## config.mk

```make
export PLATFORM = sky130hd
export DESIGN_NAME = lcdh_port
export DESIGN_NICKNAME = d
export VERILOG_FILES = /design/src/lcdh_pkg.sv /design/src/lcdh_port.sv /design/src/lcdh_mem.sv
export SDC_FILE = /design/constraint.sdc
export NUM_CORES = 2
export LEC_CHECK = 0
export BUFFER_PORTS_ARGS = -buffer_cell sky130_fd_sc_hd__buf_2
export CAP_MARGIN = 25
export CORE_ASPECT_RATIO = 2
export CORE_MARGIN = 2
export CORE_UTILIZATION = 60
export DETAILED_ROUTE_END_ITERATION = 10
export PLACE_DENSITY = 0.79
export REMOVE_ABC_BUFFERS = 1
export SLEW_MARGIN = 40
export SYNTH_ARGS = -nofsm -noshare
export SYNTH_HDL_FRONTEND = slang
export SYNTH_SLANG_ARGS = --single-unit
```

## constraint.sdc

```tcl
create_clock -name clk_in -period 5.7 [get_ports clk_in]
set_clock_uncertainty 0.05 [all_clocks]
set_input_delay 0.285 -clock clk_in [delete_from_list [all_inputs] [get_ports clk_in]]
set_output_delay 0.285 -clock clk_in [all_outputs]
set_load 0.05 [all_outputs]
```

## src/lcdh_pkg.sv

```systemverilog
// Package with constants of the display controller host instruction port.
package lcdh_pkg;
   // ----------------------------------------------------------------------
   // Clock and execution times
   // ----------------------------------------------------------------------
   localparam longint CLK_KHZ     = 20000;
   localparam longint T_INIT_NS   = 10000000;
   localparam longint T_HOME_NS   = 1520000;
   localparam longint T_EXEC_NS   = 37000;
   localparam longint INIT_CYC    = (T_INIT_NS * CLK_KHZ + 999999) / 1000000;
   localparam longint HOME_CYC    = (T_HOME_NS * CLK_KHZ + 999999) / 1000000;
   localparam longint EXEC_CYC    = (T_EXEC_NS * CLK_KHZ + 999999) / 1000000;
   localparam int     CNT_W       = 18;

   // ----------------------------------------------------------------------
   // Register select codes and memory sizes
   // ----------------------------------------------------------------------
   localparam logic   SEL_INSTR   = 1'b0;
   localparam logic   SEL_DATA    = 1'b1;
   localparam int     DISP_DEPTH  = 80;
   localparam int     PAT_DEPTH   = 64;
   localparam logic [7:0] BLANK_CODE = 8'h20;
   localparam logic [7:0] CLEAR_CODE = 8'h01;

   // ----------------------------------------------------------------------
   // Instruction field positions
   // ----------------------------------------------------------------------
   localparam int     ENT_DIR_BIT = 1;
   localparam int     ENT_SHF_BIT = 0;
   localparam int     DSP_ON_BIT  = 2;
   localparam int     DSP_CUR_BIT = 1;
   localparam int     DSP_BLK_BIT = 0;
   localparam int     SHF_SC_BIT  = 3;
   localparam int     SHF_RL_BIT  = 2;
   localparam int     FN_DL_BIT   = 4;
   localparam int     FN_N_BIT    = 3;
   localparam int     FN_F_BIT    = 2;

   // ----------------------------------------------------------------------
   // Values applied by power-on initialisation
   // ----------------------------------------------------------------------
   localparam logic   RST_DIR     = 1'b1;
   localparam logic   RST_SHF     = 1'b0;
   localparam logic   RST_DISP    = 1'b0;
   localparam logic   RST_WIDE    = 1'b1;
   localparam logic   RST_LINES   = 1'b0;
   localparam logic   RST_FONT    = 1'b0;

   typedef enum logic [1:0] {ST_INIT, ST_IDLE, ST_BUSY} lcdh_state_e;
endpackage

```

## src/lcdh_port.sv

```systemverilog
// Host instruction port of a character display controller.
//
// Function
// - Narrow bus uses only upper four lines
// - Narrow byte: high nibble, then low
// - Narrow status read takes two nibble reads
// - Wide bus moves byte in one access
// - Busy held through power-on initialisation
// - Init clears, sets wide, one line, small
// - Init turns display off, increment, no shift
// - Only instruction and data registers reachable
// - While busy only status read accepted
// - Busy flag high during instruction execution
// - Clear blanks memory, address counter zero
// - Home zeroes address counter and shift
// - Entry mode stores direction and shift
// - Display control stores on, cursor, blink
// - Shift moves cursor or display, direction
// - Function stores width, lines, font
// - Pattern address load targets pattern memory
// - Display address load targets display memory
// - Status read: busy bit 7, counter
// - Data access steps counter by one
// - Shift-on-access shifts with data write
// - Data write stores at address counter
// - Data read returns memory at counter
//
// Added by the designer: the register addresses and strobed register access.
`timescale 1ns/1ps
module lcdh_port
   import lcdh_pkg::*;
#(
   parameter int INIT_CYCLES = int'(INIT_CYC),
   parameter int HOME_CYCLES = int'(HOME_CYC)
)
(
   input  wire logic       clk_in,
   input  wire logic       rst_in,
   input  wire logic       register_select_line_in,
   input  wire logic       wr_in,
   input  wire logic       rd_in,
   input  wire logic [7:0] data_in,
   output logic      [7:0] rd_data_out,
   output logic            busy_flag_out,
   output logic      [6:0] address_counter_out,
   output logic            display_on_out,
   output logic            cursor_on_out,
   output logic            blink_out,
   output logic            bus_width_flag_out,
   output logic            two_lines_out,
   output logic            tall_font_out,
   output logic      [6:0] display_shift_out
);
   lcdh_state_e      state_r;
   lcdh_state_e      state_nxt;
   logic [CNT_W-1:0] cnt_r;
   logic [CNT_W-1:0] cnt_nxt;
   logic             nib_r;
   logic [3:0]       hi_r;
   logic [7:0]       rhold_r;
   logic             clr_r;
   logic             dir_r;
   logic             shf_r;
   logic             pat_sel_r;
   logic [6:0]       ac_nxt;
   logic [6:0]       shift_nxt;
   logic             ok_w;
   logic             take_w;
   logic             done_w;
   logic [7:0]       wbyte_w;
   logic [7:0]       rbyte_w;
   logic [7:0]       mem_rdata_w;
   logic             ins_w;
   logic             dwr_w;
   logic             drd_w;
   logic             op_clear_w;
   logic             op_home_w;
   logic             op_entry_w;
   logic             op_disp_w;
   logic             op_shift_w;
   logic             op_func_w;
   logic             op_pat_w;
   logic             op_addr_w;
   logic             step_w;
   logic [6:0]       ac_step_w;

   // ----------------------------------------------------------------------
   // Access acceptance and nibble pairing
   // ----------------------------------------------------------------------
   // While busy, only the status read gets through; others are dropped.
   assign ok_w    = (state_r == ST_IDLE) ||
                    (rd_in && register_select_line_in == SEL_INSTR);
   assign take_w  = (wr_in || rd_in) && ok_w;
   assign done_w  = take_w && (bus_width_flag_out || nib_r);
   assign wbyte_w = bus_width_flag_out ? data_in : {hi_r, data_in[7:4]};

   always_ff @(posedge clk_in) begin
      if (rst_in) begin
         nib_r <= 1'b0;
      end else if (bus_width_flag_out) begin
         nib_r <= 1'b0;
      end else if (take_w) begin
         nib_r <= ~nib_r;
      end
   end

   always_ff @(posedge clk_in) begin
      if (rst_in) begin
         hi_r <= 4'h0;
      end else if (take_w && wr_in && !bus_width_flag_out && !nib_r) begin
         hi_r <= data_in[7:4];
      end
   end

   // ----------------------------------------------------------------------
   // Instruction decode by highest set bit
   // ----------------------------------------------------------------------
   assign ins_w      = done_w && wr_in && register_select_line_in == SEL_INSTR;
   assign dwr_w      = done_w && wr_in && register_select_line_in == SEL_DATA;
   assign drd_w      = done_w && rd_in && register_select_line_in == SEL_DATA;
   assign op_clear_w = ins_w && wbyte_w == CLEAR_CODE;
   assign op_home_w  = ins_w && wbyte_w[7:1] == 7'h01;
   assign op_entry_w = ins_w && wbyte_w[7:2] == 6'h01;
   assign op_disp_w  = ins_w && wbyte_w[7:3] == 5'h01;
   assign op_shift_w = ins_w && wbyte_w[7:4] == 4'h1;
   assign op_func_w  = ins_w && wbyte_w[7:5] == 3'h1;
   assign op_pat_w   = ins_w && wbyte_w[7:6] == 2'h1;
   assign op_addr_w  = ins_w && wbyte_w[7];
   assign step_w     = dwr_w || drd_w;

   // ----------------------------------------------------------------------
   // Busy sequencing
   // ----------------------------------------------------------------------
   always_comb begin
      state_nxt = state_r;
      cnt_nxt   = cnt_r;
      case (state_r)
         ST_INIT, ST_BUSY: begin
            if (cnt_r <= CNT_W'(1)) begin
               state_nxt = ST_IDLE;
               cnt_nxt   = '0;
            end else begin
               cnt_nxt = cnt_r - CNT_W'(1);
            end
         end
         ST_IDLE: begin
            if (op_clear_w || op_home_w) begin
               state_nxt = ST_BUSY;
               cnt_nxt   = CNT_W'(HOME_CYCLES);
            end else if (ins_w || step_w) begin
               state_nxt = ST_BUSY;
               cnt_nxt   = CNT_W'(EXEC_CYC);
            end
         end
         default: begin
            state_nxt = ST_IDLE;
            cnt_nxt   = '0;
         end
      endcase
   end

   always_ff @(posedge clk_in) begin
      if (rst_in) begin
         state_r       <= ST_INIT;
         cnt_r         <= CNT_W'(INIT_CYCLES);
         busy_flag_out <= 1'b1;
      end else begin
         state_r       <= state_nxt;
         cnt_r         <= cnt_nxt;
         busy_flag_out <= (state_nxt != ST_IDLE);
      end
   end

   // Power-on blanking runs in the first cycle after reset release.
   always_ff @(posedge clk_in) begin
      if (rst_in) begin
         clr_r <= 1'b1;
      end else begin
         clr_r <= 1'b0;
      end
   end

   // ----------------------------------------------------------------------
   // Mode flags
   // ----------------------------------------------------------------------
   always_ff @(posedge clk_in) begin
      if (rst_in) begin
         dir_r <= RST_DIR;
         shf_r <= RST_SHF;
      end else if (op_entry_w) begin
         dir_r <= wbyte_w[ENT_DIR_BIT];
         shf_r <= wbyte_w[ENT_SHF_BIT];
      end
   end

   always_ff @(posedge clk_in) begin
      if (rst_in) begin
         display_on_out <= RST_DISP;
         cursor_on_out  <= RST_DISP;
         blink_out      <= RST_DISP;
      end else if (op_disp_w) begin
         display_on_out <= wbyte_w[DSP_ON_BIT];
         cursor_on_out  <= wbyte_w[DSP_CUR_BIT];
         blink_out      <= wbyte_w[DSP_BLK_BIT];
      end
   end

   // A width change takes effect for the next access, which in narrow mode is a high nibble.
   always_ff @(posedge clk_in) begin
      if (rst_in) begin
         bus_width_flag_out <= RST_WIDE;
         two_lines_out      <= RST_LINES;
         tall_font_out      <= RST_FONT;
      end else if (op_func_w) begin
         bus_width_flag_out <= wbyte_w[FN_DL_BIT];
         two_lines_out      <= wbyte_w[FN_N_BIT];
         tall_font_out      <= wbyte_w[FN_F_BIT];
      end
   end

   // ----------------------------------------------------------------------
   // Address counter and display shift
   // ----------------------------------------------------------------------
   assign ac_step_w = dir_r ? address_counter_out + 7'd1 : address_counter_out - 7'd1;

   always_comb begin
      ac_nxt = address_counter_out;
      if (op_clear_w || op_home_w) begin
         ac_nxt = 7'h00;
      end else if (op_addr_w) begin
         ac_nxt = wbyte_w[6:0];
      end else if (op_pat_w) begin
         ac_nxt = {1'b0, wbyte_w[5:0]};
      end else if (op_shift_w && !wbyte_w[SHF_SC_BIT]) begin
         ac_nxt = wbyte_w[SHF_RL_BIT] ? address_counter_out + 7'd1
                                      : address_counter_out - 7'd1;
      end else if (step_w) begin
         ac_nxt = pat_sel_r ? {1'b0, ac_step_w[5:0]} : ac_step_w;
      end
   end

   // Shifting left raises the offset; shifting right lowers it.
   always_comb begin
      shift_nxt = display_shift_out;
      if (op_clear_w || op_home_w) begin
         shift_nxt = 7'h00;
      end else if (op_shift_w && wbyte_w[SHF_SC_BIT]) begin
         shift_nxt = wbyte_w[SHF_RL_BIT] ? display_shift_out - 7'd1
                                         : display_shift_out + 7'd1;
      end else if (step_w && shf_r && !pat_sel_r) begin
         shift_nxt = dir_r ? display_shift_out + 7'd1
                           : display_shift_out - 7'd1;
      end
   end

   always_ff @(posedge clk_in) begin
      if (rst_in) begin
         address_counter_out <= 7'h00;
         display_shift_out   <= 7'h00;
      end else begin
         address_counter_out <= ac_nxt;
         display_shift_out   <= shift_nxt;
      end
   end

   always_ff @(posedge clk_in) begin
      if (rst_in) begin
         pat_sel_r <= 1'b0;
      end else if (op_pat_w) begin
         pat_sel_r <= 1'b1;
      end else if (op_addr_w || op_clear_w || op_home_w) begin
         pat_sel_r <= 1'b0;
      end
   end

   // ----------------------------------------------------------------------
   // Memories
   // ----------------------------------------------------------------------
   lcdh_mem u_mem (
      .clk_in     (clk_in),
      .clear_in   (clr_r || op_clear_w),
      .wr_in      (dwr_w),
      .pat_sel_in (pat_sel_r),
      .addr_in    (address_counter_out),
      .wdata_in   (wbyte_w),
      .rdata_out  (mem_rdata_w)
   );

   // ----------------------------------------------------------------------
   // Read data path
   // ----------------------------------------------------------------------
   assign rbyte_w = (register_select_line_in == SEL_DATA) ? mem_rdata_w
                  : {busy_flag_out, address_counter_out};

   always_ff @(posedge clk_in) begin
      if (rst_in) begin
         rhold_r <= 8'h00;
      end else if (take_w && rd_in && !bus_width_flag_out && !nib_r) begin
         rhold_r <= rbyte_w;
      end
   end

   // Data stand only in the cycle after the read strobe.
   always_ff @(posedge clk_in) begin
      if (rst_in) begin
         rd_data_out <= 8'h00;
      end else if (take_w && rd_in) begin
         if (bus_width_flag_out) begin
            rd_data_out <= rbyte_w;
         end else if (!nib_r) begin
            rd_data_out <= {rbyte_w[7:4], 4'h0};
         end else begin
            rd_data_out <= {rhold_r[3:0], 4'h0};
         end
      end else begin
         rd_data_out <= 8'h00;
      end
   end
endmodule

```

## src/lcdh_mem.sv

```systemverilog
// Display memory with a one-cycle blanking clear, and pattern memory with no clear.
`timescale 1ns/1ps
module lcdh_mem
   import lcdh_pkg::*;
(
   input  wire logic       clk_in,
   input  wire logic       clear_in,
   input  wire logic       wr_in,
   input  wire logic       pat_sel_in,
   input  wire logic [6:0] addr_in,
   input  wire logic [7:0] wdata_in,
   output logic      [7:0] rdata_out
);
   logic [7:0] disp_mem [DISP_DEPTH];
   logic [7:0] pat_mem  [PAT_DEPTH];

   // ----------------------------------------------------------------------
   // Storage, one process per entry
   // ----------------------------------------------------------------------
   for (genvar i = 0; i < DISP_DEPTH; i++) begin : g_disp
      always_ff @(posedge clk_in) begin
         if (clear_in) begin
            disp_mem[i] <= BLANK_CODE;
         end else if (wr_in && !pat_sel_in && addr_in == 7'(i)) begin
            disp_mem[i] <= wdata_in;
         end
      end
   end

   for (genvar j = 0; j < PAT_DEPTH; j++) begin : g_pat
      always_ff @(posedge clk_in) begin
         if (wr_in && pat_sel_in && addr_in[5:0] == 6'(j)) begin
            pat_mem[j] <= wdata_in;
         end
      end
   end

   // Addresses beyond the display memory read as zero.
   always_comb begin
      rdata_out = 8'h00;
      if (pat_sel_in) begin
         rdata_out = pat_mem[addr_in[5:0]];
      end else if (addr_in < 7'(DISP_DEPTH)) begin
         rdata_out = disp_mem[addr_in];
      end
   end
endmodule

```

-- Word level (Yosys, flattened, before mapping)
Memory sizes are Yosys's and may differ from the RTL's. A register that Yosys moved wholly into a read port is not among the register bits.
Index checks and enable logic that the tools add are counted.
- output and inout port bits: 29
- memories kept: 2
- register bits: 62
- bits in writable memories: 1152
- memory list (name ; depth ; width ; rd ports ; clocked after Yosys merged registers in ; write ports ; line ; source):
    u_mem.disp_mem ; 80 ; 8 ; 1 ; 1 ; 80 ; lcdh_mem.sv:14 ; logic [7:0] disp_mem [DISP_DEPTH];
    u_mem.pat_mem ; 64 ; 8 ; 1 ; 1 ; 1 ; lcdh_mem.sv:15 ; logic [7:0] pat_mem [PAT_DEPTH];
- eq/ne operators: 153
- add/subtract/negate cells: 5
- $lt $le $gt $ge: 2
- reduce and logical (&&, ||, !) cells: 258
- bitwise operators: 83
- mux-type cells: 671
- operators with widths (kind ; number):
    $mux W8 ; 149
    $reduce_or A8 Y1 ; 63
    $mux W1 ; 436
    $mux W6 ; 65
    $eq A7 B6 Y1 const B ; 32
    $eq A6 B6 Y1 const B ; 32
    $logic_and A1 B1 Y1 ; 172
    $eq A7 B5 Y1 const B ; 16
    $eq A7 B7 Y1 const B ; 16
    $eq A6 B5 Y1 const B ; 16
    $mux W7 ; 13
    $or A1 B1 Y1 ; 80
    $eq A7 B4 Y1 const B ; 8
    $mux W18 ; 3
    $eq A6 B4 Y1 const B ; 8
    $pmux W18 S2 ; 1
    $eq A7 B3 Y1 const B ; 4
    $eq A6 B3 Y1 const B ; 4
    $le A18 B1 Y1 const B ; 1
    $sub A18 B1 Y18 const B ; 1
    $add A7 B1 Y7 const B ; 2
    $eq A7 B1 Y1 const B ; 2
    $eq A7 B2 Y1 const B ; 2
    $sub A7 B1 Y7 const B ; 2
    22 further kinds ; 44

-- Depth between registers and ports, before layout
- depth in word-level cells: 75
- depth in mapped cells: 12

-- Hierarchy
Synthesis repeated with hierarchy kept, for this count alone.
- cells, all modules: 3629
- area total of the unflattened synthesis: 54088.1 sq um
- modules (own cells, without submodules) (module ; area an instance (sq um) ; times used ; sequential area each (sq um) ; cells each):
    lcdh_mem ; 50502.2 ; 1 ; 34593.2 ; 3184
    lcdh_port ; 3585.9 ; 1 ; 1241.2 ; 445

-- Worst setup path before layout
No wires, ideal clock.
- path kind: flip-flop to flip-flop
- from: register bus_width_flag_out
- to: memory u_mem.disp_mem[10][2], data pin
- period minus slack after synthesis: 3292 ps
- path slack: 2408 ps
- path buffers: 3
- cell stages (with the launch flop): 8
- required time: 5498 ps
- arrival: 3090 ps
- cells stage by stage: dfxtp_1 buf_4 mux2i_2 inv_1 clkbuf_1 clkbuf_1 nand2_1 nor2_1
- RTL lines (item ; line ; source):
    start, declared ; lcdh_port.sv:49 ; output logic bus_width_flag_out,
    start signal, assigned ; lcdh_port.sv:215 ; bus_width_flag_out <= wbyte_w[FN_DL_BIT];
    end, declared ; lcdh_mem.sv:14 ;

==> impl_metrics.env <==
export IMPL_syn_avg_cell_area_um2=15.2
export IMPL_die_w_um=213
export IMPL_track_usage=0.398
export IMPL_grt_pass1_wl_um=242000
export IMPL_cpPeakStageDelay_ns=0.87
export IMPL_coreArea_um2=86900
export IMPL_vdd_drop_max_uv=278
export IMPL_grt_setup_unrepaired="no"
export IMPL_cp_data_arrival_time_ns=4.56
export IMPL_period_minus_slack_ns=4.06
export IMPL_hp_class="input pin to flip-flop"
export IMPL_drc_errors=0
export IMPL_synth_top_cell_area_share=0.658
export IMPL_fin_area_um2=57700
export IMPL_leakage_nw=18.9
export IMPL_yosysTopAreaCell="edfxtp_1"
export IMPL_p_per_area_nw_per_um2=308
export IMPL_root_buffer="clkbuf_16"
export IMPL_pre_cts_slack_ns=1.88
export IMPL_clock_latency_ns=0.71
export IMPL_finalSetupViolations=0
export IMPL_wirelength_um=174000
export IMPL_comb_power_share=0.046
export IMPL_clock_path_buffers=3
export IMPL_hold_viol=0
export IMPL_grt_max_degree=113
export IMPL_start_util=0.605
export IMPL_drtIter0Drc=5467
export IMPL_drive_gt1_frac=0.198
export IMPL_crit_path_cell_trace="buf_4 -> mux4_2 -> mux2i_1 -> o22ai_1 -> a311o_1 -> nor3_1 -> a21oi_1"
export IMPL_synth_edff_count=1152
export IMPL_switching_power_mw=3.85
export IMPL_wl_per_cell_um=36.7
export IMPL_required_ns=6.20
export IMPL_dp_cells=4546
export IMPL_area_delta_synth_final_pct=9.69
export IMPL_fin_crit_sh=0.712
export IMPL_crit_buf_inv=1
export IMPL_pin_count=42
export IMPL_r2r_slack_ns=1.64
export IMPL_pwr_share_seq=0.556
export IMPL_internal_power_mw=13.9
export IMPL_clkPwrFrac=0.399
export IMPL_post_cts_buffers=0
export IMPL_critPathTopFamily="multiplexers"
export IMPL_fill_cells=5892
export IMPL_cp_max_fo=32
export IMPL_max_cap_violations=0
export IMPL_clock_sinks=1221
export IMPL_crit_type="flip-flop to flip-flop"
export IMPL_dp_hpwl_um=120000
export IMPL_ant_nets=0
export IMPL_seq_area_frac_synth=0.684
export IMPL_status="finished clean"
export IMPL_synth_area_um2=52600
export IMPL_cts_tree="done"
export IMPL_core_rowCount=153
export IMPL_relSlewSlack=0.349
export IMPL_antenna_found_initial=19
export IMPL_syn_instance_count=3455
export IMPL_cts_buffers=98
export IMPL_vias=33325
export IMPL_maxSlewViolCount=0
export IMPL_synth_ff_type="edfxtp_1"
export IMPL_grt_pass1_vias=32934
export IMPL_ys_top_cells_by_area="edfxtp_1, mux4_2, nor2_1"
export IMPL_yosysWarningCount=0
export IMPL_start_kind="flip-flop"
export IMPL_synthTopCellsByCount="edfxtp_1, nor2_1, nand2_1"
export IMPL_synth_async_reset_ratio=0
export IMPL_clk_pin_slew_ns=0.07
export IMPL_switching_share=0.217
export IMPL_yosysMostFrequentCell="edfxtp_1"
export IMPL_vias_per_cell=7.02
export IMPL_yosysUniqueCellTypes=85
export IMPL_stdcell_count=4749
export IMPL_end_kind="flip-flop"
export IMPL_power_total_mw=17.8
export IMPL_final_nets=3514
export IMPL_timing_final_ws_setup_ns=1.64
export IMPL_die_h_um=423
export IMPL_placed_area_um2=54100
export IMPL_synth_seq_cells=1221
export IMPL_tightest_slew_ns=0.977
export IMPL_die_area_um2=90100
export IMPL_grt_overflow=0
export IMPL_critPathSlowestCell="dfxtp_4"
export IMPL_first_pass_iters=7
export IMPL_max_freq_mhz=246
export IMPL_placement_io_buffers=41
export IMPL_gp_congestion=1.09
export IMPL_htree_levels=3
[power groups by stage]
stage | Clock [mW] | Sequential, mW | Combinational (mW)
6_report | 7.08 | 9.87 | 0.812
3_3_place_gp | 0 | 10.1 | 0.751
4_1_cts | 7.05 | 9.87 | 0.776
2_1_floorplan | 0 | 10.1 | 0.413
5_1_grt | 7.39 | 9.87 | 0.827
3_5_place_dp | 0 | 10.1 | 0.768
[worst reg2reg max path, cell delays in order (launching register included)]
cell,delay [ns]
dfxtp_4,0.87
buf_4,0.51
mux4_2,0.56
mux2i_1,0.70
o22ai_1,0.20
a311o_1,0.38
nor3_1,0.42
a21oi_1,0.22
[cell usage in the layout (no fill, tap or decap), types with 18 or more instances in the layout]
master / instances
o21ai_0: 102
a21oi_1: 42
a31oi_1: 29
clkinv_1: 20
clkinv_2: 18
and3_1: 19
nor2b_1: 22
nor2_1: 681
mux2i_1: 91
nor2_2: 45
dfxtp_1: 63
edfxtp_1: 1152
mux4_2: 239
o221ai_1: 19
buf_4: 123
inv_1: 19
and2_1: 18
mux2_2: 29
nand2_1: 263
a22oi_1: 39
nor3_1: 19
buf_2: 41
nand3_1: 45
clkbuf_16: 101
mux4_1: 30
[through the flow]
step           hold slack (ns)  setup TNS [ns]  utilization
2_1_floorplan            0.263        -1063.00            -
3_3_place_gp             0.422               0        0.621
3_5_place_dp             0.431               0        0.622
4_1_cts                 0.0332               0        0.661
5_1_grt                 0.0550               0        0.663
6_report                0.0735               0        0.663
[layer usage]
layer,up-vias,share of wire,track usage
li1,13281,-,-
met1,16576,0.28,0.400
met2,2597,0.51,0.665
met3,855,0.094,0.101
met4,16,0.12,0.371
met5,-,0.00057,0
[cells by family (layout without fill, tap and decap cells)]
family,after synthesis,count (layout),share of synthesized area
DFF,1221,1221,0.684
and+or+nand+nor,1194,1194,0.0949
muxes,398,398,0.143
AOI/OAI and AO/OA,358,358,0.0456
buffers and inverters,269,389,0.0291
adders and majority gates,8,8,0.00190
xor gates and xnor gates,7,7,0.00117
other,0,12,0
[path summary, 6_finish.rpt]
check / to / startpoint / cells past startpoint
hold reg to reg: cnt_r[7]$_SDFFE_PP0P_ / cnt_r[7]$_SDFFE_PP0P_ / 1
setup reg to reg: rd_data_out[5]$_SDFF_PP0_ / flip-flop / 7
setup / recovery: rd_data_out[5]$_SDFF_PP0_ / flip-flop / 7
hold / removal: tall_font_out$_SDFFE_PP0P_ / data_in[2] / 3
[registers in the layout, summed over array words and instances (netlist names), named ones only]
name                 flops
tall_font_out            1
state_r                  2
rd_data_out              8
clr_r                    1
nib_r                    1
display_on_out           1
blink_out                1
pat_sel_r                1
u_mem.pat_mem          512
hi_r                     4
bus_width_flag_out       1
shf_r                    1
u_mem.disp_mem         640
rhold_r                  4
cursor_on_out            1
two_lines_out            1
address_counter_out      7
cnt_r                   18
busy_flag_out            1
dir_r                    1
display_shift_out        7
[layout make-up]
cell class                      count  area, µm²  share of cell area
Inverter                           22       82.6             0.00143
Antenna cell                       12       30.0            0.000521
Tap cell                         1162       1450              0.0252
Sequential cell                  1221      36000               0.624
Clock buffer                      114       2590              0.0449
Multi-Input combinational cell   1965      15400               0.266
Timing Repair Buffer              185       1460              0.0253
Clock inverter                     68        698              0.0121
[timing repair]
action | CTS | global route
endpoints found under the setup margin | 0 | 0
hold endpoints to repair | 5 | 0
resized for setup | 0 | 0
hold buffers | 5 | 0
Note: power is estimated with default switching activity, not from simulation.
